===== src/olf_pkg.sv =====
// Constants and types for the office-side link activation controller.
// Assumes a 200 MHz ref_clk_i and APB with 32-bit data.
package olf_pkg;
  // Clock and time base
  localparam int unsigned CLK_MHZ        = 200;
  localparam int unsigned MS_PER_US      = 1000;
  localparam int unsigned MS_CYCLES      = CLK_MHZ * MS_PER_US; // cycles in one ms
  // Timer figures in ms
  localparam logic [15:0] PU_MIN_MS      = 16'h000A; // 10 ms
  localparam logic [15:0] PU_MAX_MS      = 16'h0064; // 100 ms
  localparam logic [15:0] CONV_DEF_MS    = 16'h0FA0; // 4000 ms
  localparam logic [15:0] ACT_DEF_MS     = 16'h2710; // 10000 ms
  localparam logic [15:0] STABLE_MS      = 16'h0064; // 100 ms
  localparam logic [15:0] HSHAKE_MS      = 16'h03E8; // 1000 ms
  localparam logic [15:0] SYNC_MS        = 16'h00C8; // 200 ms
  localparam logic [15:0] TRIG_MS        = 16'h0032; // 50 ms
  localparam logic [15:0] ONE_MS         = 16'h0001;
  // Register byte offsets
  localparam logic [7:0]  OFS_CTRL       = 8'h00;
  localparam logic [7:0]  OFS_STATUS     = 8'h04;
  localparam logic [7:0]  OFS_PU_MS      = 8'h08;
  localparam logic [7:0]  OFS_CONV_MS    = 8'h0C;
  localparam logic [7:0]  OFS_ACT_MS     = 8'h10;
  localparam logic [7:0]  OFS_SETS       = 8'h14;
  localparam logic [7:0]  OFS_CURRENT    = 8'h18;
  // Control register bits
  localparam int          CB_QUIET       = 0;
  localparam int          CB_CONNECT     = 1;
  localparam int          CB_DISCONNECT_CONTROL      = 2;
  localparam int          CB_POWERUP     = 3;
  localparam int          CB_PCHANGE     = 4;
  localparam int          CB_IDLE_REQUEST_MSG     = 5;
  localparam int          CB_BSERV       = 6;
  // Transmit signal kinds
  localparam logic [1:0]  TX_QUIET       = 2'h0;
  localparam logic [1:0]  TX_ACQUIRE     = 2'h1;
  localparam logic [1:0]  TX_TRIG        = 2'h2;
  localparam logic [1:0]  TX_DATA        = 2'h3;
  // Overhead message channel codes
  localparam logic [2:0]  MSG_PARAM      = 3'h1;
  localparam logic [2:0]  MSG_CHANGE     = 3'h2;
  localparam logic [2:0]  MSG_SRV_ACK    = 3'h3;
  localparam logic [2:0]  MSG_RTS_CONF   = 3'h4;
  localparam logic [2:0]  MSG_IDLE_REQ   = 3'h5;
  // Reset values
  localparam logic [7:0]  PRM_RESET      = 8'h00;
  localparam logic [31:0] ZERO32         = 32'h0000_0000;

  typedef enum logic [2:0] {
    powerup_state, standby_state, converge_state, frame_search_state,
    active_state, sync_loss_state, trigger_state
  } olf_state_t;

  typedef enum logic [2:0] {
    sub_none, sub_prm_msg, sub_chg_msg, sub_ack_msg, sub_rts_msg,
    sub_idle_msg, sub_wait_trig
  } olf_sub_t;

  typedef enum logic [1:0] {
    kind_change, kind_resume, kind_idle
  } olf_kind_t;
endpackage : olf_pkg


===== src/olf_office_fsm.sv =====
// Office-side activation/deactivation controller with an APB register file.
// Assumes line status, frame header bits and message acknowledgements are
// synchronous to ref_clk_i; the message channel itself lives outside.
`timescale 1ns/1ps
// Overview of operation
// - Start in power-up; quiet, power-up request, loss or timeout in converge/search re-enter it.
// - Power-up sends quiet and loads current parameters from the stored copy.
// - Leave power-up for standby after signal loss outlasts the quiet-detection time.
// - Quiet-detection time is programmable between 10 ms and 100 ms.
// - Standby sends quiet; connect control or upstream energy requests activation.
// - Enabled disconnect control blocks remote-originated activation in standby.
// - Accepted activation clears and starts the activation timer, enters converge.
// - Quiet request returns every non-power-up state to power-up.
// - Converge sends acquire with defect bit set while equalizer trains.
// - Converged goes to frame search; convergence limit reached returns to power-up.
// - Frame search sends acquire with defect; active after 100 ms stable framing.
// - Frame search returns to power-up when activation timeout is reached.
// - Active sends data and tracks steady-state versus idle sub-state.
// - Idle: remote flag triggers acknowledge message, then back-to-service control.
// - Parameter change sends new values, then change-confirm unless refused.
// - After change-confirm, remote trigger bit at 1 enters trigger state.
// - Back-to-service in idle sends return confirm, then waits remote trigger.
// - Idle request in steady state sends idle request, then waits remote trigger.
// - No remote trigger within handshake timeout keeps parameters, stays active.
// - Handshake timeout is 1000 ms.
// - Upstream loss or severe frame error in active enters sync loss.
// - Sync loss sends acquire with defect; recovery to active, timeout to converge.
// - Frame recovery timeout is 200 ms.
// - Trigger state sends trigger signal with office trigger bit for 50 ms.
// - Trigger end loads current set per last confirm, applies it, returns active.
// - Entering active from trigger copies current set into resume set.
// - Both sides switch parameters within 50 ms of each other.
module olf_office_fsm #(
  parameter int unsigned MS_TICK_CYCLES = olf_pkg::MS_CYCLES
) (
  input  wire logic        ref_clk_i,
  input  wire logic        rstn_i,
  input  wire logic [7:0]  paddr_i,
  input  wire logic        psel_i,
  input  wire logic        penable_i,
  input  wire logic        pwrite_i,
  input  wire logic [31:0] pwdata_i,
  input  wire logic        upstream_signal_loss_i,
  input  wire logic        upstream_energy_i,
  input  wire logic        upstream_severe_frame_error_i,
  input  wire logic        eq_converged_i,
  input  wire logic        frame_locked_i,
  input  wire logic        remote_flag_i,
  input  wire logic        remote_trigger_i,
  input  wire logic        msg_done_i,
  input  wire logic        msg_utc_i,
  output logic [31:0]      prdata_o,
  output logic             pready_o,
  output logic             pslverr_o,
  output logic [1:0]       tx_signal_o,
  output logic             defect_indicator_o,
  output logic             office_trigger_o,
  output logic [7:0]       current_param_set_o,
  output logic             apply_params_o,
  output logic             msg_valid_o,
  output logic [2:0]       msg_code_o,
  output logic [7:0]       msg_param_o,
  output logic             link_idle_o,
  output logic [2:0]       state_o
);

  typedef struct packed {
    olf_pkg::olf_state_t state;
    olf_pkg::olf_sub_t   sub;
    olf_pkg::olf_kind_t  kind;
    logic                link_idle;
    logic                bserv;
    logic [17:0]         ms_pre;
    logic [15:0]         st_ms;
    logic [15:0]         act_ms;
    logic                quiet;
    logic                connect;
    logic                disconnect_control;
    logic                pend_pu;
    logic                pend_chg;
    logic                pend_idle;
    logic                pend_bserv;
    logic [15:0]         pu_ms;
    logic [15:0]         conv_ms;
    logic [15:0]         act_to_ms;
    logic [7:0]          prm_new;
    logic [7:0]          prm_wr;
    logic [7:0]          prm_idle;
    logic [7:0]          prm_stored;
    logic [7:0]          prm_cur;
    logic [7:0]          prm_resume;
    logic                apply;
    logic                msg_valid;
    logic [2:0]          msg_code;
    logic [7:0]          msg_param;
    logic [1:0]          tx;
    logic                defect;
    logic                otrig;
    logic [31:0]         prdata;
    logic                pready;
    logic                pslverr;
  } olf_regs_t;

  olf_regs_t r;
  olf_regs_t n;

  // Address decode shared by read path and write path
  function automatic logic addr_mapped(input logic [7:0] a);
    addr_mapped = (a == olf_pkg::OFS_CTRL)    || (a == olf_pkg::OFS_STATUS)  ||
                  (a == olf_pkg::OFS_PU_MS)   || (a == olf_pkg::OFS_CONV_MS) ||
                  (a == olf_pkg::OFS_ACT_MS)  || (a == olf_pkg::OFS_SETS)    ||
                  (a == olf_pkg::OFS_CURRENT);
  endfunction : addr_mapped

  // Clamp keeps quiet-detection time inside its legal window
  function automatic logic [15:0] clamp_pu(input logic [15:0] v);
    if (v < olf_pkg::PU_MIN_MS) begin
      clamp_pu = olf_pkg::PU_MIN_MS;
    end else if (v > olf_pkg::PU_MAX_MS) begin
      clamp_pu = olf_pkg::PU_MAX_MS;
    end else begin
      clamp_pu = v;
    end
  endfunction : clamp_pu

  logic        tick;
  logic        restart;
  logic        go_powerup;
  logic        bus_acc;
  logic [31:0] rd_word;

  // Next-state logic for the whole block
  always_comb begin
    n          = r;
    restart    = 1'b0;
    go_powerup = 1'b0;
    n.apply    = 1'b0;
    n.pready   = 1'b0;
    n.pslverr  = 1'b0;
    tick       = (r.ms_pre == 18'(MS_TICK_CYCLES - 1));
    bus_acc    = psel_i && penable_i;

    // Millisecond time base; both timers saturate
    n.ms_pre = tick ? 18'h00000 : r.ms_pre + 18'h00001;
    if (tick && (r.st_ms != 16'hFFFF)) begin
      n.st_ms = r.st_ms + olf_pkg::ONE_MS;
    end
    if (tick && (r.act_ms != 16'hFFFF)) begin
      n.act_ms = r.act_ms + olf_pkg::ONE_MS;
    end

    // Main state machine
    unique case (r.state)
      olf_pkg::powerup_state: begin
        n.prm_cur = r.prm_stored;
        n.apply   = 1'b1;
        if (!upstream_signal_loss_i) begin
          restart = 1'b1;
        end else if (r.st_ms > r.pu_ms) begin
          n.state = olf_pkg::standby_state;
          restart = 1'b1;
        end
      end
      olf_pkg::standby_state: begin
        if (r.quiet) begin
          go_powerup = 1'b1;
        end else if (r.connect || (upstream_energy_i && !r.disconnect_control)) begin
          n.state  = olf_pkg::converge_state;
          n.act_ms = '0;
          restart  = 1'b1;
        end
      end
      olf_pkg::converge_state: begin
        if (r.quiet || upstream_signal_loss_i) begin
          go_powerup = 1'b1;
        end else if (eq_converged_i) begin
          n.state = olf_pkg::frame_search_state;
          restart = 1'b1;
        end else if (r.act_ms >= r.conv_ms) begin
          go_powerup = 1'b1;
        end
      end
      olf_pkg::frame_search_state: begin
        if (r.quiet || upstream_signal_loss_i || (r.act_ms >= r.act_to_ms)) begin
          go_powerup = 1'b1;
        end else if (!frame_locked_i) begin
          restart = 1'b1;
        end else if (r.st_ms >= olf_pkg::STABLE_MS) begin
          n.state = olf_pkg::active_state;
          n.sub   = olf_pkg::sub_none;
        end
      end
      olf_pkg::active_state: begin
        if (r.quiet) begin
          go_powerup = 1'b1;
        end else if (upstream_signal_loss_i || upstream_severe_frame_error_i) begin
          n.state     = olf_pkg::sync_loss_state;
          n.sub       = olf_pkg::sub_none;
          n.msg_valid = 1'b0;
          restart     = 1'b1;
        end else begin
          unique case (r.sub)
            olf_pkg::sub_none: begin
              if (r.link_idle && (r.pend_bserv || r.bserv)) begin
                n.bserv      = 1'b1;
                n.pend_bserv = 1'b0;
                n.sub        = olf_pkg::sub_rts_msg;
                n.msg_valid  = 1'b1;
                n.msg_code   = olf_pkg::MSG_RTS_CONF;
                n.msg_param  = r.prm_wr;
              end else if (r.link_idle && remote_flag_i) begin
                n.sub       = olf_pkg::sub_ack_msg;
                n.msg_valid = 1'b1;
                n.msg_code  = olf_pkg::MSG_SRV_ACK;
                n.msg_param = olf_pkg::PRM_RESET;
              end else if (r.pend_chg) begin
                n.pend_chg  = 1'b0;
                n.sub       = olf_pkg::sub_prm_msg;
                n.msg_valid = 1'b1;
                n.msg_code  = olf_pkg::MSG_PARAM;
                n.msg_param = r.prm_new;
              end else if (!r.link_idle && r.pend_idle) begin
                n.pend_idle = 1'b0;
                n.sub       = olf_pkg::sub_idle_msg;
                n.msg_valid = 1'b1;
                n.msg_code  = olf_pkg::MSG_IDLE_REQ;
                n.msg_param = r.prm_idle;
              end
            end
            olf_pkg::sub_ack_msg: begin
              if (msg_done_i) begin
                n.msg_valid = 1'b0;
                n.bserv     = 1'b1;
                n.sub       = olf_pkg::sub_none;
              end
            end
            olf_pkg::sub_prm_msg: begin
              if (msg_utc_i) begin
                n.msg_valid = 1'b0;
                n.sub       = olf_pkg::sub_none;
              end else if (msg_done_i) begin
                n.sub       = olf_pkg::sub_chg_msg;
                n.msg_code  = olf_pkg::MSG_CHANGE;
              end
            end
            olf_pkg::sub_chg_msg, olf_pkg::sub_rts_msg, olf_pkg::sub_idle_msg: begin
              if (msg_utc_i) begin
                n.msg_valid = 1'b0;
                n.sub       = olf_pkg::sub_none;
              end else if (msg_done_i) begin
                n.msg_valid = 1'b0;
                n.sub       = olf_pkg::sub_wait_trig;
                restart     = 1'b1;
                n.kind      = (r.sub == olf_pkg::sub_chg_msg) ? olf_pkg::kind_change :
                              (r.sub == olf_pkg::sub_rts_msg) ? olf_pkg::kind_resume :
                                                                olf_pkg::kind_idle;
              end
            end
            olf_pkg::sub_wait_trig: begin
              if (remote_trigger_i) begin
                n.state = olf_pkg::trigger_state;
                n.sub   = olf_pkg::sub_none;
                restart = 1'b1;
              end else if (r.st_ms >= olf_pkg::HSHAKE_MS) begin
                n.sub   = olf_pkg::sub_none;
              end
            end
            default: begin
              n.sub = olf_pkg::sub_none;
            end
          endcase
        end
      end
      olf_pkg::sync_loss_state: begin
        if (r.quiet) begin
          go_powerup = 1'b1;
        end else if (frame_locked_i && !upstream_signal_loss_i) begin
          n.state = olf_pkg::active_state;
        end else if (r.st_ms >= olf_pkg::SYNC_MS) begin
          n.state  = olf_pkg::converge_state;
          n.act_ms = '0;
          restart  = 1'b1;
        end
      end
      olf_pkg::trigger_state: begin
        if (r.quiet) begin
          go_powerup = 1'b1;
        end else if (tick && (r.st_ms == olf_pkg::TRIG_MS - olf_pkg::ONE_MS)) begin
          n.state   = olf_pkg::active_state;
          n.apply   = 1'b1;
          unique case (r.kind)
            olf_pkg::kind_change: n.prm_cur = r.prm_new;
            olf_pkg::kind_resume: n.prm_cur = r.prm_wr;
            default:              n.prm_cur = r.prm_idle;
          endcase
          n.prm_resume = n.prm_cur;
          n.link_idle  = (r.kind == olf_pkg::kind_idle);
          n.bserv      = 1'b0;
        end
      end
      default: begin
        go_powerup = 1'b1;
      end
    endcase

    // Power-up request is honoured only outside power-up itself
    if (r.pend_pu) begin
      n.pend_pu = 1'b0;
      if (r.state != olf_pkg::powerup_state) begin
        go_powerup = 1'b1;
      end
    end
    if (go_powerup) begin
      n.state     = olf_pkg::powerup_state;
      n.sub       = olf_pkg::sub_none;
      n.msg_valid = 1'b0;
      n.bserv     = 1'b0;
      n.link_idle = 1'b0;
      n.pend_chg  = 1'b0;
      n.pend_idle = 1'b0;
      n.apply     = 1'b1;
      n.prm_cur   = r.prm_stored;
      restart     = 1'b1;
    end
    // Restarting the prescaler makes state timers exact to the cycle
    if (restart) begin
      n.st_ms  = '0;
      n.ms_pre = '0;
    end

    // APB: first access cycle loads read data, second one completes
    rd_word = olf_pkg::ZERO32;
    unique case (paddr_i)
      olf_pkg::OFS_CTRL:    rd_word = {29'h0, r.disconnect_control, r.connect, r.quiet};
      olf_pkg::OFS_STATUS:  rd_word = {22'h0, r.bserv, r.link_idle, r.kind,
                                       r.sub, r.state};
      olf_pkg::OFS_PU_MS:   rd_word = {16'h0, r.pu_ms};
      olf_pkg::OFS_CONV_MS: rd_word = {16'h0, r.conv_ms};
      olf_pkg::OFS_ACT_MS:  rd_word = {16'h0, r.act_to_ms};
      olf_pkg::OFS_SETS:    rd_word = {r.prm_stored, r.prm_idle, r.prm_wr, r.prm_new};
      olf_pkg::OFS_CURRENT: rd_word = {16'h0, r.prm_resume, r.prm_cur};
      default:              rd_word = olf_pkg::ZERO32;
    endcase
    if (bus_acc && !r.pready) begin
      n.pready  = 1'b1;
      n.prdata  = pwrite_i ? olf_pkg::ZERO32 : rd_word;
      n.pslverr = !addr_mapped(paddr_i);
    end
    // Writes land at the completing edge; software sets win over clears
    if (bus_acc && r.pready && pwrite_i) begin
      unique case (paddr_i)
        olf_pkg::OFS_CTRL: begin
          n.quiet   = pwdata_i[olf_pkg::CB_QUIET];
          n.connect = pwdata_i[olf_pkg::CB_CONNECT];
          n.disconnect_control  = pwdata_i[olf_pkg::CB_DISCONNECT_CONTROL];
          if (pwdata_i[olf_pkg::CB_POWERUP]) n.pend_pu    = 1'b1;
          if (pwdata_i[olf_pkg::CB_PCHANGE]) n.pend_chg   = 1'b1;
          if (pwdata_i[olf_pkg::CB_IDLE_REQUEST_MSG]) n.pend_idle  = 1'b1;
          if (pwdata_i[olf_pkg::CB_BSERV])   n.pend_bserv = 1'b1;
        end
        olf_pkg::OFS_PU_MS:   n.pu_ms     = clamp_pu(pwdata_i[15:0]);
        olf_pkg::OFS_CONV_MS: n.conv_ms   = pwdata_i[15:0];
        olf_pkg::OFS_ACT_MS:  n.act_to_ms = pwdata_i[15:0];
        olf_pkg::OFS_SETS: begin
          n.prm_new    = pwdata_i[7:0];
          n.prm_wr     = pwdata_i[15:8];
          n.prm_idle   = pwdata_i[23:16];
          n.prm_stored = pwdata_i[31:24];
        end
        default: ;
      endcase
    end

    // Line signalling follows the state being entered
    n.otrig  = 1'b0;
    n.defect = 1'b0;
    unique case (n.state)
      olf_pkg::converge_state, olf_pkg::frame_search_state, olf_pkg::sync_loss_state: begin
        n.tx     = olf_pkg::TX_ACQUIRE;
        n.defect = 1'b1;
      end
      olf_pkg::active_state:  n.tx = olf_pkg::TX_DATA;
      olf_pkg::trigger_state: begin
        n.tx    = olf_pkg::TX_TRIG;
        n.otrig = 1'b1;
      end
      default:                n.tx = olf_pkg::TX_QUIET;
    endcase
  end

  // Single state register; synchronous active-low reset
  always_ff @(posedge ref_clk_i) begin
    if (!rstn_i) begin
      r           <= '0;
      r.state     <= olf_pkg::powerup_state;
      r.pu_ms     <= olf_pkg::PU_MAX_MS;
      r.conv_ms   <= olf_pkg::CONV_DEF_MS;
      r.act_to_ms <= olf_pkg::ACT_DEF_MS;
      r.tx        <= olf_pkg::TX_QUIET;
    end else begin
      r <= n;
    end
  end

  // Outputs straight from the state register
  assign prdata_o            = r.prdata;
  assign pready_o            = r.pready;
  assign pslverr_o           = r.pslverr;
  assign tx_signal_o         = r.tx;
  assign defect_indicator_o  = r.defect;
  assign office_trigger_o    = r.otrig;
  assign current_param_set_o = r.prm_cur;
  assign apply_params_o      = r.apply;
  assign msg_valid_o         = r.msg_valid;
  assign msg_code_o          = r.msg_code;
  assign msg_param_o         = r.msg_param;
  assign link_idle_o         = r.link_idle;
  assign state_o             = r.state;

endmodule : olf_office_fsm


===== config.mk =====
export PLATFORM = sky130hd
export DESIGN_NAME = olf_office_fsm
export DESIGN_NICKNAME = d
export VERILOG_FILES = /design/src/olf_pkg.sv /design/src/olf_office_fsm.sv
export SDC_FILE = /design/constraint.sdc
export NUM_CORES = 1
export LEC_CHECK = 0
export BUFFER_PORTS_ARGS = -buffer_cell sky130_fd_sc_hd__buf_2
export CORE_ASPECT_RATIO = 2
export CORE_MARGIN = 1.5
export CORE_UTILIZATION = 50
export DETAILED_ROUTE_END_ITERATION = 10
export GPL_ROUTABILITY_DRIVEN = 0
export PLACE_DENSITY = 0.7
export RECOVER_POWER = 100
export SYNTH_ARGS = -nofsm -noshare
export SYNTH_HDL_FRONTEND = slang
export SYNTH_SLANG_ARGS = --single-unit

===== constraint.sdc =====
create_clock -name ref_clk_i -period 3.8 [get_ports ref_clk_i]
set_input_delay 0.76 -clock ref_clk_i [delete_from_list [all_inputs] [get_ports ref_clk_i]]
set_output_delay 0.76 -clock ref_clk_i [all_outputs]
set_load 0.03 [all_outputs]

== After elaboration in Yosys (flattened, before gate mapping) ==
Cells that the tools add are included.

* Register bits after elaboration: 214
* Bits in latches: 0
* RAM bits: 0
* ROM bits: 0
* Input bits: 54
* Output and inout bits: 63
* Logic and storage cells: 290
* Memories kept: 0

* $add $sub $neg: 3
* $mul: 0
* Divide/modulo/power cells: 0
* $lt $le $gt $ge: 8
* Equality and inequality tests: 51
* Shift-type cells: 0
* Mux-type cells: 130
* Bitwise operators: 4
* Reductions and logical operators: 60

{| class="wikitable"
|+ Operators with widths
! operator !! number
|-
| 32-bit case mux with 7 select lines || 1
|-
| 16-bit 2-to-1 mux || 11
|-
| 3-bit 2-to-1 mux || 29
|-
| 83-bit 2-to-1 mux || 1
|-
| 12-bit 2-to-1 mux || 6
|-
| 32-bit 2-to-1 mux || 2
|-
| 1-bit 2-to-1 mux || 43
|-
| 17-bit 2-to-1 mux || 2
|-
| 16-bit by 1-bit adder with 16-bit output, second input constant || 2
|-
| 16-bit >= comparator || 2
|-
| 16-bit != test, second input constant || 2
|-
| 16-bit case mux with 2 select lines || 1
|-
| 8-bit case mux with 2 select lines || 2
|-
| 6-bit 2-to-1 mux || 5
|-
| 3-bit == test, second input constant || 9
|-
| 8-bit by 5-bit == test with 1-bit output, second input constant || 3
|-
| 8-bit 2-to-1 mux || 3
|-
| 3-bit case mux with 7 select lines || 1
|-
| 2-bit 2-to-1 mux || 10
|-
| 5-bit != test, second input constant || 4
|-
| 18-bit by 1-bit adder with 18-bit output, second input constant || 1
|-
| 18-bit == test, second input constant || 1
|-
| 3-bit by 2-bit == test with 1-bit output, second input constant || 6
|-
| 2-bit != test, second input constant || 9
|-
| 46 further kinds || 100
|}

== Depth between registers and ports, before layout ==
Gate-level depths: netlist of run 1.

* Depth in word-level cells: 14
* Depth in mapped cells: 12
* Depth with buffers taken out: 10

== Worst setup path before layout of run 1 ==
No wires, ideal clock.

* Kind: input -> register
* Start point: input port upstream_signal_loss_i
* End point: register r[192] in the netlist's numbering
* Library setup time: 0.064 ns
* Arrival: 2.818 ns
* Required time: 3.736 ns
* Slack: 0.918 ns
* Cell stages on the path: 11
* Path buffers: 3
* Cells stage by stage: buf_2 > a2111oi_2 > o21ai_0 > a31oi_1 > a41oi_1 > a2111o_1 > or3_1 > buf_2 > or2_1 > buf_6 > nor2_1

* Longest elaborated chain between the ends: 8
* Elaborated cells on any way between the ends: 20
* Classes of those cells: mux (14); reduce/logical (6)

{| class="wikitable"
|+ Ends and longest elaborated chain
! what !! line !! text
|-
| start: declaration || olf_office_fsm.sv:43 || <nowiki>input wire logic upstream_signal_loss_i,</nowiki>
|-
| 1-bit logical OR || olf_office_fsm.sv:174, olf_office_fsm.sv:184 ||
|-
| 1-bit logical OR || olf_office_fsm.sv:184 || <nowiki>if (r.quiet || upstream_signal_loss_i || (r.act_ms >= r.act_to_ms)) begin</nowiki>
|-
| 1-bit 2-to-1 mux || olf_office_fsm.sv:184 ||
|-
| 1-bit case mux with 4 select lines || olf_office_fsm.sv:153 || <nowiki>unique case (r.state)</nowiki>
|-
| 1-bit 2-to-1 mux || olf_office_fsm.sv:309 || <nowiki>if (r.state != olf_pkg::powerup_state) begin</nowiki>
|-
| 1-bit 2-to-1 mux || olf_office_fsm.sv:307 || <nowiki>if (r.pend_pu) begin</nowiki>
|-
| 1-bit 2-to-1 mux (*) || olf_office_fsm.sv:313 || <nowiki>if (go_powerup) begin</nowiki>
|-
| 3-bit OR reduction (no source line) (*) || -- ||
|-
| end signal: assignment || olf_office_fsm.sv:401 || <nowiki>r <= n;</nowiki>
|-
| end: declaration || olf_office_fsm.sv:104 || <nowiki>olf_regs_t r;</nowiki>
|}

Mark *: on every way between the ends. The rest lies on a longest branch, timed or not.
A chain may end at the register's enable or synchronous reset.

== Worst setup path in the final report of run 1 ==
* Start point: register r[185] in the netlist's numbering
* End point: register r, in the netlist current_param_set_o[6]

* Longest elaborated chain between the ends: 4

{| class="wikitable"
|+ Ends and longest elaborated chain
! what !! line !! text
|-
| 16-bit by 6-bit == test with 1-bit output || olf_office_fsm.sv:288 || <nowiki>end else if (tick && (r.st_ms == olf_pkg::TRIG_MS - olf_pkg::ONE_MS)) begin</nowiki>
|-
| 1-bit logical AND || olf_office_fsm.sv:288 ||
|-
| 3-bit != test (no source line) || -- ||
|-
| 3-bit AND reduction (no source line) || -- ||
|}

No other way between the ends.

==> implementation parameters, run 1 <==
Parameter                              Value

Yosys
  Number of enable-type register cells in the synthesized netlist    0
  Ys Warns    0
  Count of distinct cell types in the synthesized netlist    64
  Share of synthesized area occupied by flip-flops and latches    0.3862
  Dominant register cell in the synthesized netlist    dfxtp_1
  Cell area after synthesis    11090 sq um
  Synthesized netlist net count    1514
  Async set or reset register ratio after synthesis    0
  Post-synthesis register bit count    214
  Synth Area per Inst    7.883 sq um
  Synthesized instance count    1407

Detailed routing
  Number of design rule violations left after detail routing    0
  Total length of routed wires    33550 microns
  Top layer used by detailed routing    met4
  Total met3 wirelength after detailed routing    1564 microns
  Vias after detailed routing    10290
  Post-Route M1 WL    11600 microns
  Initial drt markers    691
  Routed via count divided by cell count    5.961
  Router iterations before antenna repair    7
  Detailed-route wire length per cell    19.43 microns
  WL met2    17660 microns
  Post-DRT Antenna Nets    0

Outcome
  Status    finished, final reports clean

Clocking
  TritonCTS Sinks    214
  Post-CTS setup buffers    0
  Clock input transition at the sequential cells of the worst setup and hold paths    0.07 ns
  H-Tree Level Count    1
  Clock Tree Root    clkbuf_16
  Hold-fix buffers, CTS    0
  Num CTS Buffers    20
  Buffer levels on the longest clock path    3
  Count of cells resized by post-cts repair    0
  CTS tree    built
  Clock latency at the later pin of the worst-skew pair    0.51 ns

STA
  Max-Slew Margin vs Limit    0.1392
  Least-Margin Pin Slew    1.291 ns
  Minimum period implied by the final worst setup slack    3.356 ns
  Total of endpoints with negative setup slack in the final report    0
  Setup total negative slack    0 ns
  Fin. max-slew vios    0
  Max Clock Skew    0.01960 ns
  Fmax    0.2980 GHz
  RSZ-0062 raised after global routing    no
  Number of endpoints with negative hold slack in the final report    0
  Hold slack final    0.4710 ns
  Smallest setup slack after layout    0.4441 ns
  Final worst-path cycle share    0.8831

Power
  Pleak    4.218 nW
  Total power draw    0.004423 W
  Ratio of total power to cell area    367.0 nW/um^2
  Max IR drop VDD    0.3750 mV

Finish
  Diode insertion count for antenna repair    0
  Share of post-route cells with drive strength above 1    0.08322
  Fin nets    1547
  Area Overhead vs Synth    8.663%
  Final design utilization    0.5559
  Most common library cell in the layout ignoring fill and taps    dfxtp_1
  Highest-count cells in the layout ignoring fill and taps    214 x dfxtp_1, 198 x nand2_1, 162 x nor2_1

Global route
  Via count of the first global-routing pass    9902
  GR Util All Layers    0.2896
  Wire length of the first global-routing pass    51980 microns
  Remaining global-route overflow    0
  Pin count of the biggest net entering global routing    61
  Initial antenna violation count    0

Worst setup path
  Crit path arrival time    3.76 ns
  Setup slack of the worst register-to-register path    0.44 ns
  Kind of end point of the critical path    flop
  Endpoint required time on the critical path    4.20 ns
  Crit-path slowest cell    nor4_1
  Worst setup path category    reg2reg
  Largest fanout on the critical path    27
  Crit start category    flop
  Sequence of cells on the critical path    nor4_1, nand3b_1, nor4_1, nand3_1, clkbuf_1, nand2_1, o21ai_0, nand2_1, a2bb2oi_1
  Slowest stage delay, CP    0.68 ns

Place
  Port Buf Inserts    116
  Detail Placement HPWL    25850 microns
  Placement-stage worst setup slack    0.6100 ns

Die
  Standard-cell row count    76
  Top Ports    117
  Effective utilization at floorplan    0.5116
  Die area    23140 sq um
  Total core area    21680 sq um
  DIE WIDTH    108.3 microns
  Height of the die    213.6 microns

Run
  Count of maximum capacitance violations    0

Hold path
  Min-delay worst type    reg2reg
## cell type report
cell class	count	area [sq um]
timing repair buffer	143	673.1
sequential	214	4284
clock buffer	22	539.3
inverter	67	252.7
multi-input combinational	994	5842
tap	273	341.6
clock inverter	14	120.1
fill	2135	9628
## kinds of logic (layout without fill, tap and decap cells)
family,count (synthesis),after routing,synth area share
and+or+nand+nor,538,538,0.2197
AOI/OAI and AO/OA,340,340,0.1940
DFF,214,214,0.3862
buffers and inverters,199,246,0.08765
adders and majority gates,53,53,0.05979
xor gates and xnor gates,38,38,0.03001
muxes,25,25,0.02256
## worst paths after layout
| kind | start | end | cells after the start |
|---|---|---|---|
| min reg2reg | r[186]$_SDFF_PP0_ | r[186]$_SDFF_PP0_ | 1 |
| max reg2reg | r[185]$_SDFFE_PP0P_ | current_param_set_o[6]$_SDFFE_PN0P_ | 9 |
| max | r[185]$_SDFFE_PP0P_ | current_param_set_o[6]$_SDFFE_PN0P_ | 9 |
| min | r[186]$_SDFF_PP0_ | r[186]$_SDFF_PP0_ | 1 |
## per-layer routing
layer / vias up / GRT usage
met1: 4871 / 0.2845
met4: 0 / 0.2155
met2: 371 / 0.5474
met5: - / 0
li1: 4925 / -
met3: 127 / 0.02796
## synthesized netlist by cell type (all sizes together), types with 4 or more instances
cell type	n	area share
ha	53	0.060
nand2b	12	0.0068
o21a	11	0.0074
nor3b	7	0.0047
a221oi	4	0.0032
or3	16	0.0090
or2	4	0.0023
nor2b	7	0.0039
a311oi	4	0.0037
dfxtp	214	0.39
o21ai	45	0.020
xnor2	17	0.013
a222oi	9	0.0081
nor2	162	0.055
nor4	12	0.0068
buf	64	0.042
a21o	4	0.0027
a31oi	20	0.011
inv	67	0.023
nand3	28	0.013
nand2	198	0.067
a22oi	49	0.033
xor2	21	0.017
a2bb2oi	8	0.0063
nor3	32	0.015
a211oi	10	0.0068
and2	18	0.010
mux2i	25	0.023
a21oi	137	0.062
o211ai	16	0.011
nand4	19	0.011
and3	12	0.0068
clkbuf	68	0.023
## per-stage QoR
| stage | std cells | area (sq um) |
|---|---|---|
| after detailed placement | 1691 | 11520 |
| final | 1727 | 12050 |
| after CTS | 1727 | 12180 |
| after global placement | 1691 | 11520 |
| after floorplan | 1407 | 11090 |
| after global routing | 1727 | 12050 |
## state kept, by name, summed over array words and instances, names as in the netlist
name	count
prdata_o	32
msg_valid_o	1
current_param_set_o	8
office_trigger_o	1
link_idle_o	1
msg_param_o	8
tx_signal_o	2
r	151
pslverr_o	1
state_o	3
apply_params_o	1
msg_code_o	3
defect_indicator_o	1
pready_o	1
## worst max-delay path, delay by kind of cell (launching register included)
family | cells | cell delay [ns]
flip-flops | 1 | 0.37
AND/OR/NAND/NOR | 6 | 2.20
buffers and inverters | 1 | 0.45
AO/OA/AOI/OAI | 2 | 0.22
## where the power goes
group / internal (W) / switching, W
clock network: 0.00111 / 0.000929
registers: 0.00224 / 0.00000169
logic: 0.0000378 / 0.000103
total: 0.00339 / 0.00103
No activity file was read; power rests on OpenSTA's default activity.
==> inputs of run 2 (changes only) <==
ABC_AREA = 1   (was unset)
PLACE_DENSITY = 0.69   (was 0.7)
clock period = 4.1 ns   (was 3.8 ns; I/O delays follow)
==> implementation parameters, run 2 <==
Parameter                              Value

Finish
  Number of flip-flops under the largest register name    151 (unchanged)
  Diode insertion count for antenna repair    0 (unchanged)
  Share of post-route cells with drive strength above 1    0.07131 (-0.01191)
  Fin nets    1832 (+18%)
  Highest-count cells in the layout ignoring fill and taps    299 x nand2_1, 229 x inv_1, 214 x dfxtp_1
  Final standard cell area without fillers    12740 sq um (+5.7%)
  Area Overhead vs Synth    7.687%
  Register ranked first by flip-flop count    r
  Most common library cell in the layout ignoring fill and taps    nand2_1

Worst setup path
  Slowest stage delay, CP    0.62 ns (-0.06 ns)
  Depth of the worst register-to-register path    15 (+6)
  Kind of end point of the critical path    flop
  Worst setup path category    in2reg
  Sequence of cells on the critical path    clkbuf_1, nor3_1, nand2_1, clkbuf_1, clkinv_1, clkbuf_1, nand2_1, buf_4, o21ai_0, a21oi_1
  Worst R2R Start    r[108]$_SDFFE_PN1P_
  Crit path arrival time    3.77 ns (about the same)
  Crit start category    primary input
  Largest fanout on the critical path    34 (+26%)
  Crit-path slowest cell    nand2_1
  Endpoint required time on the critical path    4.50 ns (+0.30 ns)
  Worst reg2reg endpoint    current_param_set_o[3]$_SDFFE_PN0P_
  Setup slack of the worst register-to-register path    0.79 ns (+0.35 ns)
  Top cell by count, worst path    clkbuf_1

Die
  Effective utilization at floorplan    0.5094 (-0.002200)
  Height of the die    220.6 microns (+3.2%)
  DIE WIDTH    111.8 microns (+3.2%)
  Top Ports    117 (unchanged)
  Total core area    23230 sq um (+7.1%)
  Standard-cell row count    79 (+3.9%)
  Die area    24650 sq um (+6.5%)

STA
  Smallest setup slack after layout    0.7287 ns (+0.2846 ns)
  Number of endpoints with negative hold slack in the final report    0 (unchanged)
  Setup total negative slack    0 ns (unchanged)
  Total of endpoints with negative setup slack in the final report    0 (unchanged)
  Minimum period implied by the final worst setup slack    3.371 ns
  Fin. max-slew vios    0 (unchanged)
  Max Clock Skew    0.02305 ns (+0.003454 ns)
  Fmax    0.2966 GHz
  Final worst-path cycle share    0.8223
  Least-Margin Pin Slew    1.297 ns (+0.005419 ns)
  Max-Slew Margin vs Limit    0.1276 (-0.01158)
  RSZ-0062 raised after global routing    no

Power
  Max IR drop VDD    0.3628 mV (-3.3%)
  Pleak    5.168 nW (+23%)
  Ratio of total power to cell area    334.8 nW/um^2 (-8.8%)

Global route
  Remaining global-route overflow    0 (unchanged)
  Wire length of the first global-routing pass    57140 microns (+9.9%)
  GR Util All Layers    0.2957 (+0.006057)
  Initial antenna violation count    0 (unchanged)
  Pin count of the biggest net entering global routing    72 (+18%)
  Via count of the first global-routing pass    11010 (+11%)

Clocking
  Buffer levels on the longest clock path    3 (unchanged)
  TritonCTS Sinks    214 (unchanged)
  Post-CTS setup buffers    0 (unchanged)
  H-Tree Level Count    1 (unchanged)
  Clock latency at the later pin of the worst-skew pair    0.53 ns (+0.02 ns)
  CTS tree    built
  Clock input transition at the sequential cells of the worst setup and hold paths    0.07 ns (about the same)
  Clock Tree Root    clkbuf_16
  Count of cells resized by post-cts repair    0 (unchanged)
  Hold-fix buffers, CTS    0 (unchanged)
  Num CTS Buffers    21 (+5.0%)

Place
  Detail Placement HPWL    28800 microns (+11%)
  Post-placement cell area    12220 sq um (+6.0%)
  Port Buf Inserts    116 (unchanged)
  Placement-stage worst setup slack    0.9608 ns (+0.3508 ns)

Yosys
  Top-count cell post-synth    nand2_1
  Yosys top cell by area    dfxtp_1
  Cell area after synthesis    11830 sq um (+6.7%)
  List of most frequent post-synthesis cells    296 x nand2_1, 225 x inv_1, 214 x dfxtp_1
  Number of enable-type register cells in the synthesized netlist    0 (unchanged)
  Count of distinct cell types in the synthesized netlist    53 (-17%)
  Synth Area per Inst    7.031 sq um (-11%)
  Synthesized instance count    1683 (+20%)
  Leading post-synthesis cells by cell area    dfxtp_1 36%, nand2_1 9.4%, inv_1 7.1%, a21oi_1 6.0%, nor2_1 5.8%
  Dominant register cell in the synthesized netlist    dfxtp_1
  Async set or reset register ratio after synthesis    0 (unchanged)
  Post-synthesis register bit count    214 (unchanged)
  Share of synthesized area occupied by flip-flops and latches    0.3621 (-0.02418)
  Ys Warns    0 (unchanged)
  Fraction of post-synthesis cell area in the top cell type by area    0.3621 (-0.02418)
  Synthesized netlist net count    1790 (+18%)

Detailed routing
  Router iterations before antenna repair    5 (-2)
  Post-DRT Antenna Nets    0 (unchanged)
  Vias after detailed routing    11390 (+11%)
  Total length of routed wires    36630 microns (+9.2%)
  Initial drt markers    748 (+8.2%)
  Number of design rule violations left after detail routing    0 (unchanged)
  Routed via count divided by cell count    5.631 (-5.5%)
  Detailed-route wire length per cell    18.12 microns (-6.7%)

Run
  Count of maximum capacitance violations    0 (unchanged)

Hold path
  Start point of the worst hold path    r[186]$_SDFF_PP0_
  Hold Path Stages    1 (unchanged)
  Worst min-delay path endpoint    r[186]$_SDFF_PP0_
  Min-delay worst type    reg2reg

Outcome
  Status    finished, final reports clean
-- run 2: kinds of logic (layout without fill, tap and decap cells) --
kind of cell | count (synthesis) | count (layout) | share of synthesized area
and+or+nand+nor | 684 | 684 | 0.2568
AOI/OAI and AO/OA | 354 | 354 | 0.1715
muxes | 3 | 3 | 0.002538
adders and majority gates | 53 | 53 | 0.05604
DFF | 214 | 214 | 0.3621
xor gates and xnor gates | 27 | 27 | 0.01998
buffers and inverters | 348 | 404 | 0.1310
-- run 2: how the worst max path moves through the flow --
| stage | start | end | slack [ns] | cells after the start |
|---|---|---|---|---|
| 6_report | paddr_i[3] | r[91]$_SDFFE_PN0P_ | 0.73 | 10 |
| 5_1_grt | paddr_i[3] | r[91]$_SDFFE_PN0P_ | 0.40 | 10 |
| 4_1_cts | state_o[1]$_SDFF_PN0_ | current_param_set_o[3]$_SDFFE_PN0P_ | 1.16 | 7 |
| 3_5_place_dp | upstream_signal_loss_i | current_param_set_o[3]$_SDFFE_PN0P_ | 0.96 | 12 |
| 3_3_place_gp | paddr_i[1] | r[83]$_SDFFE_PN0P_ | 1.02 | 12 |
| 2_1_floorplan | paddr_i[1] | r[123]$_SDFFE_PN1P_ | 1.89 | 7 |
-- run 2: area by class of cell --
cell class                 count  area (sq um)
sequential                   214          4284
multi-input combinational   1121          5918
clock inverter                10         131.4
tap                          283         354.1
clock buffer                  27         568.0
fill                        2327         10490
timing repair buffer         128         589.3
inverter                     239         897.1
-- run 2: worst max-delay path: cells and delay by family --
family | cells | cell delay [ns]
and+or+nand+nor | 3 | 1.01
AOI/OAI and AO/OA | 2 | 0.25
buffers and inverters | 5 | 1.66
-- run 2: routing by layer --
layer	routed length (microns)	vias up	track usage	share of wire
met5	0	-	0	0
met3	1638	156	0.03615	0.045
met4	3479	0	0.2574	0.095
met1	12790	5265	0.2920	0.35
li1	-	5574	-	-
met2	18720	390	0.5409	0.51
-- run 2: through the flow --
step | utilization | total power (W) | std cells | hold WS [ns]
after floorplan | - | 0.002208 | 1683 | 0.4294
after global placement | 0.5259 | 0.002283 | 1985 | 0.4391
after detailed placement | 0.5259 | 0.002283 | 1985 | 0.4574
after CTS | 0.5560 | 0.004282 | 2022 | 0.4675
after global routing | 0.5486 | 0.004371 | 2022 | 0.4885
final | 0.5486 | 0.004266 | 2022 | 0.4654
-- run 2: where the power goes --
part	switching, W	total, W	internal [W]
Combinational	0.000113	0.000152	0.0000382
Sequential	0.00000152	0.00208	0.00208
Clock	0.000862	0.00203	0.00117
Total	0.000977	0.00427	0.00329
==> inputs of run 3 (changes only) <==
clock period = 3.4 ns   (was 4.1 ns; I/O delays follow)
==> implementation parameters, run 3 (synthesis results as in run 2) <==
Parameter                              Value

STA
  Minimum period implied by the final worst setup slack    2.925 ns
  Final worst-path cycle share    0.8603
  Setup total negative slack    0 ns (unchanged)
  Total of endpoints with negative setup slack in the final report    0 (unchanged)
  Max-Slew Margin vs Limit    0.1812 (+0.05354)
  Least-Margin Pin Slew    1.228 ns (-0.06836 ns)
  Fin. max-slew vios    0 (unchanged)
  Hold slack final    0.4218 ns (-0.04359 ns)
  Fmax    0.3419 GHz
  Number of endpoints with negative hold slack in the final report    0 (unchanged)
  RSZ-0062 raised after global routing    no
  Max Clock Skew    0.02281 ns (-0.0002472 ns)

Worst setup path
  Worst R2R Start    r[165]$_SDFF_PN0_
  Largest fanout on the critical path    13 (-62%)
  Slowest stage delay, CP    0.56 ns (-0.06 ns)
  Worst setup path category    reg2reg
  Crit path arrival time    3.39 ns (-0.38 ns)
  Critical Path Start    r[165]$_SDFF_PN0_
  Endpoint required time on the critical path    3.86 ns (-0.64 ns)
  Sequence of cells on the critical path    ha_1, nand2_1, o21bai_1, a21oi_1, nor2_1, nand2_1, nand2_1, inv_1, nor2_1, clkbuf_1, o21ai_0, a21oi_1
  Crit-path slowest cell    clkbuf_1
  Top cell by count, worst path    nand2_1
  Depth of the worst register-to-register path    12 (-3)
  Crit start category    flop
  Setup slack of the worst register-to-register path    0.47 ns (-0.32 ns)
  Worst reg2reg endpoint    current_param_set_o[3]$_SDFFE_PN0P_
  Kind of end point of the critical path    flop
  Critical Path End    current_param_set_o[3]$_SDFFE_PN0P_

Hold path
  Min-delay worst type    in2reg

Place
  Detail Placement HPWL    28960 microns (+0.55%)
  Port Buf Inserts    116 (unchanged)

Clocking
  Count of cells resized by post-cts repair    0 (unchanged)
  Clock latency at the later pin of the worst-skew pair    0.53 ns (about the same)
  CTS tree    built
  Clock Tree Root    clkbuf_16
  Num CTS Buffers    21 (unchanged)
  TritonCTS Sinks    214 (unchanged)
  Clock input transition at the sequential cells of the worst setup and hold paths    0.07 ns (about the same)
  Buffer levels on the longest clock path    3 (unchanged)
  Post-CTS setup buffers    0 (unchanged)
  Hold-fix buffers, CTS    0 (unchanged)
  H-Tree Level Count    1 (unchanged)

Detailed routing
  Initial drt markers    905 (+21%)
  Post-DRT Antenna Nets    0 (unchanged)
  Vias after detailed routing    11370 (-0.17%)
  Router iterations before antenna repair    6 (+1)
  Number of design rule violations left after detail routing    0 (unchanged)
  Total length of routed wires    37440 microns (+2.2%)
  Routed via count divided by cell count    5.613 (-0.31%)
  Detailed-route wire length per cell    18.49 microns (+2.0%)

Power
  Net switching power    0.001176 W (+20%)
  Ratio of total power to cell area    394.8 nW/um^2 (+18%)
  Switching share of power    0.2343 (+0.005235)
  Pleak    5.168 nW (about the same)
  Internal power    0.003845 W (+17%)
  Max IR drop VDD    0.3832 mV (+5.6%)
  Combinational share of power    0.038 (+0.002)
  Part of the power in the clock network    0.462 (-0.015)
  Reg power frac    0.500 (+0.012)

Global route
  Wire length of the first global-routing pass    57950 microns (+1.4%)
  Initial antenna violation count    0 (unchanged)
  GR Util All Layers    0.3014 (+0.005760)
  Via count of the first global-routing pass    11130 (+1.1%)
  Pin count of the biggest net entering global routing    75 (+4.2%)
  Remaining global-route overflow    0 (unchanged)

Finish
  Share of post-route cells with drive strength above 1    0.06889 (-0.002419)
  Register ranked first by flip-flop count    r
  Fin nets    1836 (+0.22%)
  Most common library cell in the layout ignoring fill and taps    nand2_1
  Area Overhead vs Synth    7.486%
  Diode insertion count for antenna repair    0 (unchanged)
  Fill cells    2344 (+0.73%)
  Number of flip-flops under the largest register name    151 (unchanged)
  Highest-count cells in the layout ignoring fill and taps    298 x nand2_1, 230 x inv_1, 214 x dfxtp_1

Die
  Effective utilization at floorplan    0.5094 (unchanged)
  DIE WIDTH    111.8 microns (unchanged)
  Top Ports    117 (unchanged)
  Standard-cell row count    79 (unchanged)
  Height of the die    220.6 microns (unchanged)
  Total core area    23230 sq um (unchanged)
  Die area    24650 sq um (unchanged)

Run
  Count of maximum capacitance violations    0 (unchanged)

Outcome
  Status    finished, final reports clean
-- run 3: cell count changes in the layout (fill, tap and decap cells not counted), moves of 2 or more --
cell,previous run,this run
bufinv_16,3,1
nor2_4,11,6
clkbuf_1,73,76
clkinv_2,5,3
nor2_1,188,192
buf_2,50,52
o21ai_0,108,110
-- run 3: power groups by stage --
stage          clock network, W  registers [W]  logic [W]
6_report                0.00232        0.00251   0.000190
3_5_place_dp                  0        0.00257   0.000188
3_3_place_gp                  0        0.00257   0.000188
2_1_floorplan                 0        0.00257  0.0000922
4_1_cts                 0.00233        0.00251   0.000189
5_1_grt                 0.00245        0.00251   0.000202
-- run 3: worst min-delay path by stage --
stage | start | end | cells past startpoint
after floorplan | r[186]$_SDFF_PP0_ | r[186]$_SDFF_PP0_ | 1
after global placement | r[186]$_SDFF_PP0_ | r[186]$_SDFF_PP0_ | 1
after detailed placement | prdata_o[2]$_SDFFE_PN0P_ | prdata_o[2]$_SDFFE_PN0P_ | 2
after CTS | pwdata_i[25] | r[68]$_SDFFE_PN0P_ | 3
after global routing | pwdata_i[29] | r[72]$_SDFFE_PN0P_ | 3
final | pwdata_i[30] | r[73]$_SDFFE_PN0P_ | 3
-- run 3: per-stage QoR --
step | total power [W] | area (sq um) | setup slack (ns) | std cells | utilization
2_1_floorplan | 0.002663 | 11830 | 1.326 | 1683 | -
3_3_place_gp | 0.002755 | 12250 | 0.6903 | 1989 | 0.5272
3_5_place_dp | 0.002755 | 12250 | 0.6510 | 1989 | 0.5272
4_1_cts | 0.005031 | 12900 | 0.7226 | 2025 | 0.5554
5_1_grt | 0.005157 | 12720 | 0.2787 | 2025 | 0.5475
6_report | 0.005021 | 12720 | 0.4749 | 2025 | 0.5475
-- run 3: layout make-up --
type	count	area [sq um]	share of cell area
timing repair buffer	132	611.8	0.04811
clock inverter	5	61.31	0.004820
sequential	214	4284	0.3368
inverter	239	897.1	0.07054
tap	283	354.1	0.02784
clock buffer	31	593.1	0.04663
multi-input combinational	1121	5917	0.4652
-- run 3: metal layers --
layer / vias to the layer above / part of all wire / GRT usage
met5: - / 0 / 0
met4: 0 / 0.098 / 0.2565
met3: 185 / 0.056 / 0.04821
met2: 399 / 0.51 / 0.5535
met1: 5209 / 0.34 / 0.2912
li1: 5573 / - / -
-- run 3: worst max-delay path: cells and delay by family (launching register included) --
family                     cells  cell delay [ns]
and+or+nand+nor                5             0.74
AOI/OAI and AO/OA              4             0.71
adders and majority gates      1             0.31
buffers and inverters          2             0.61
DFF                            1             0.48
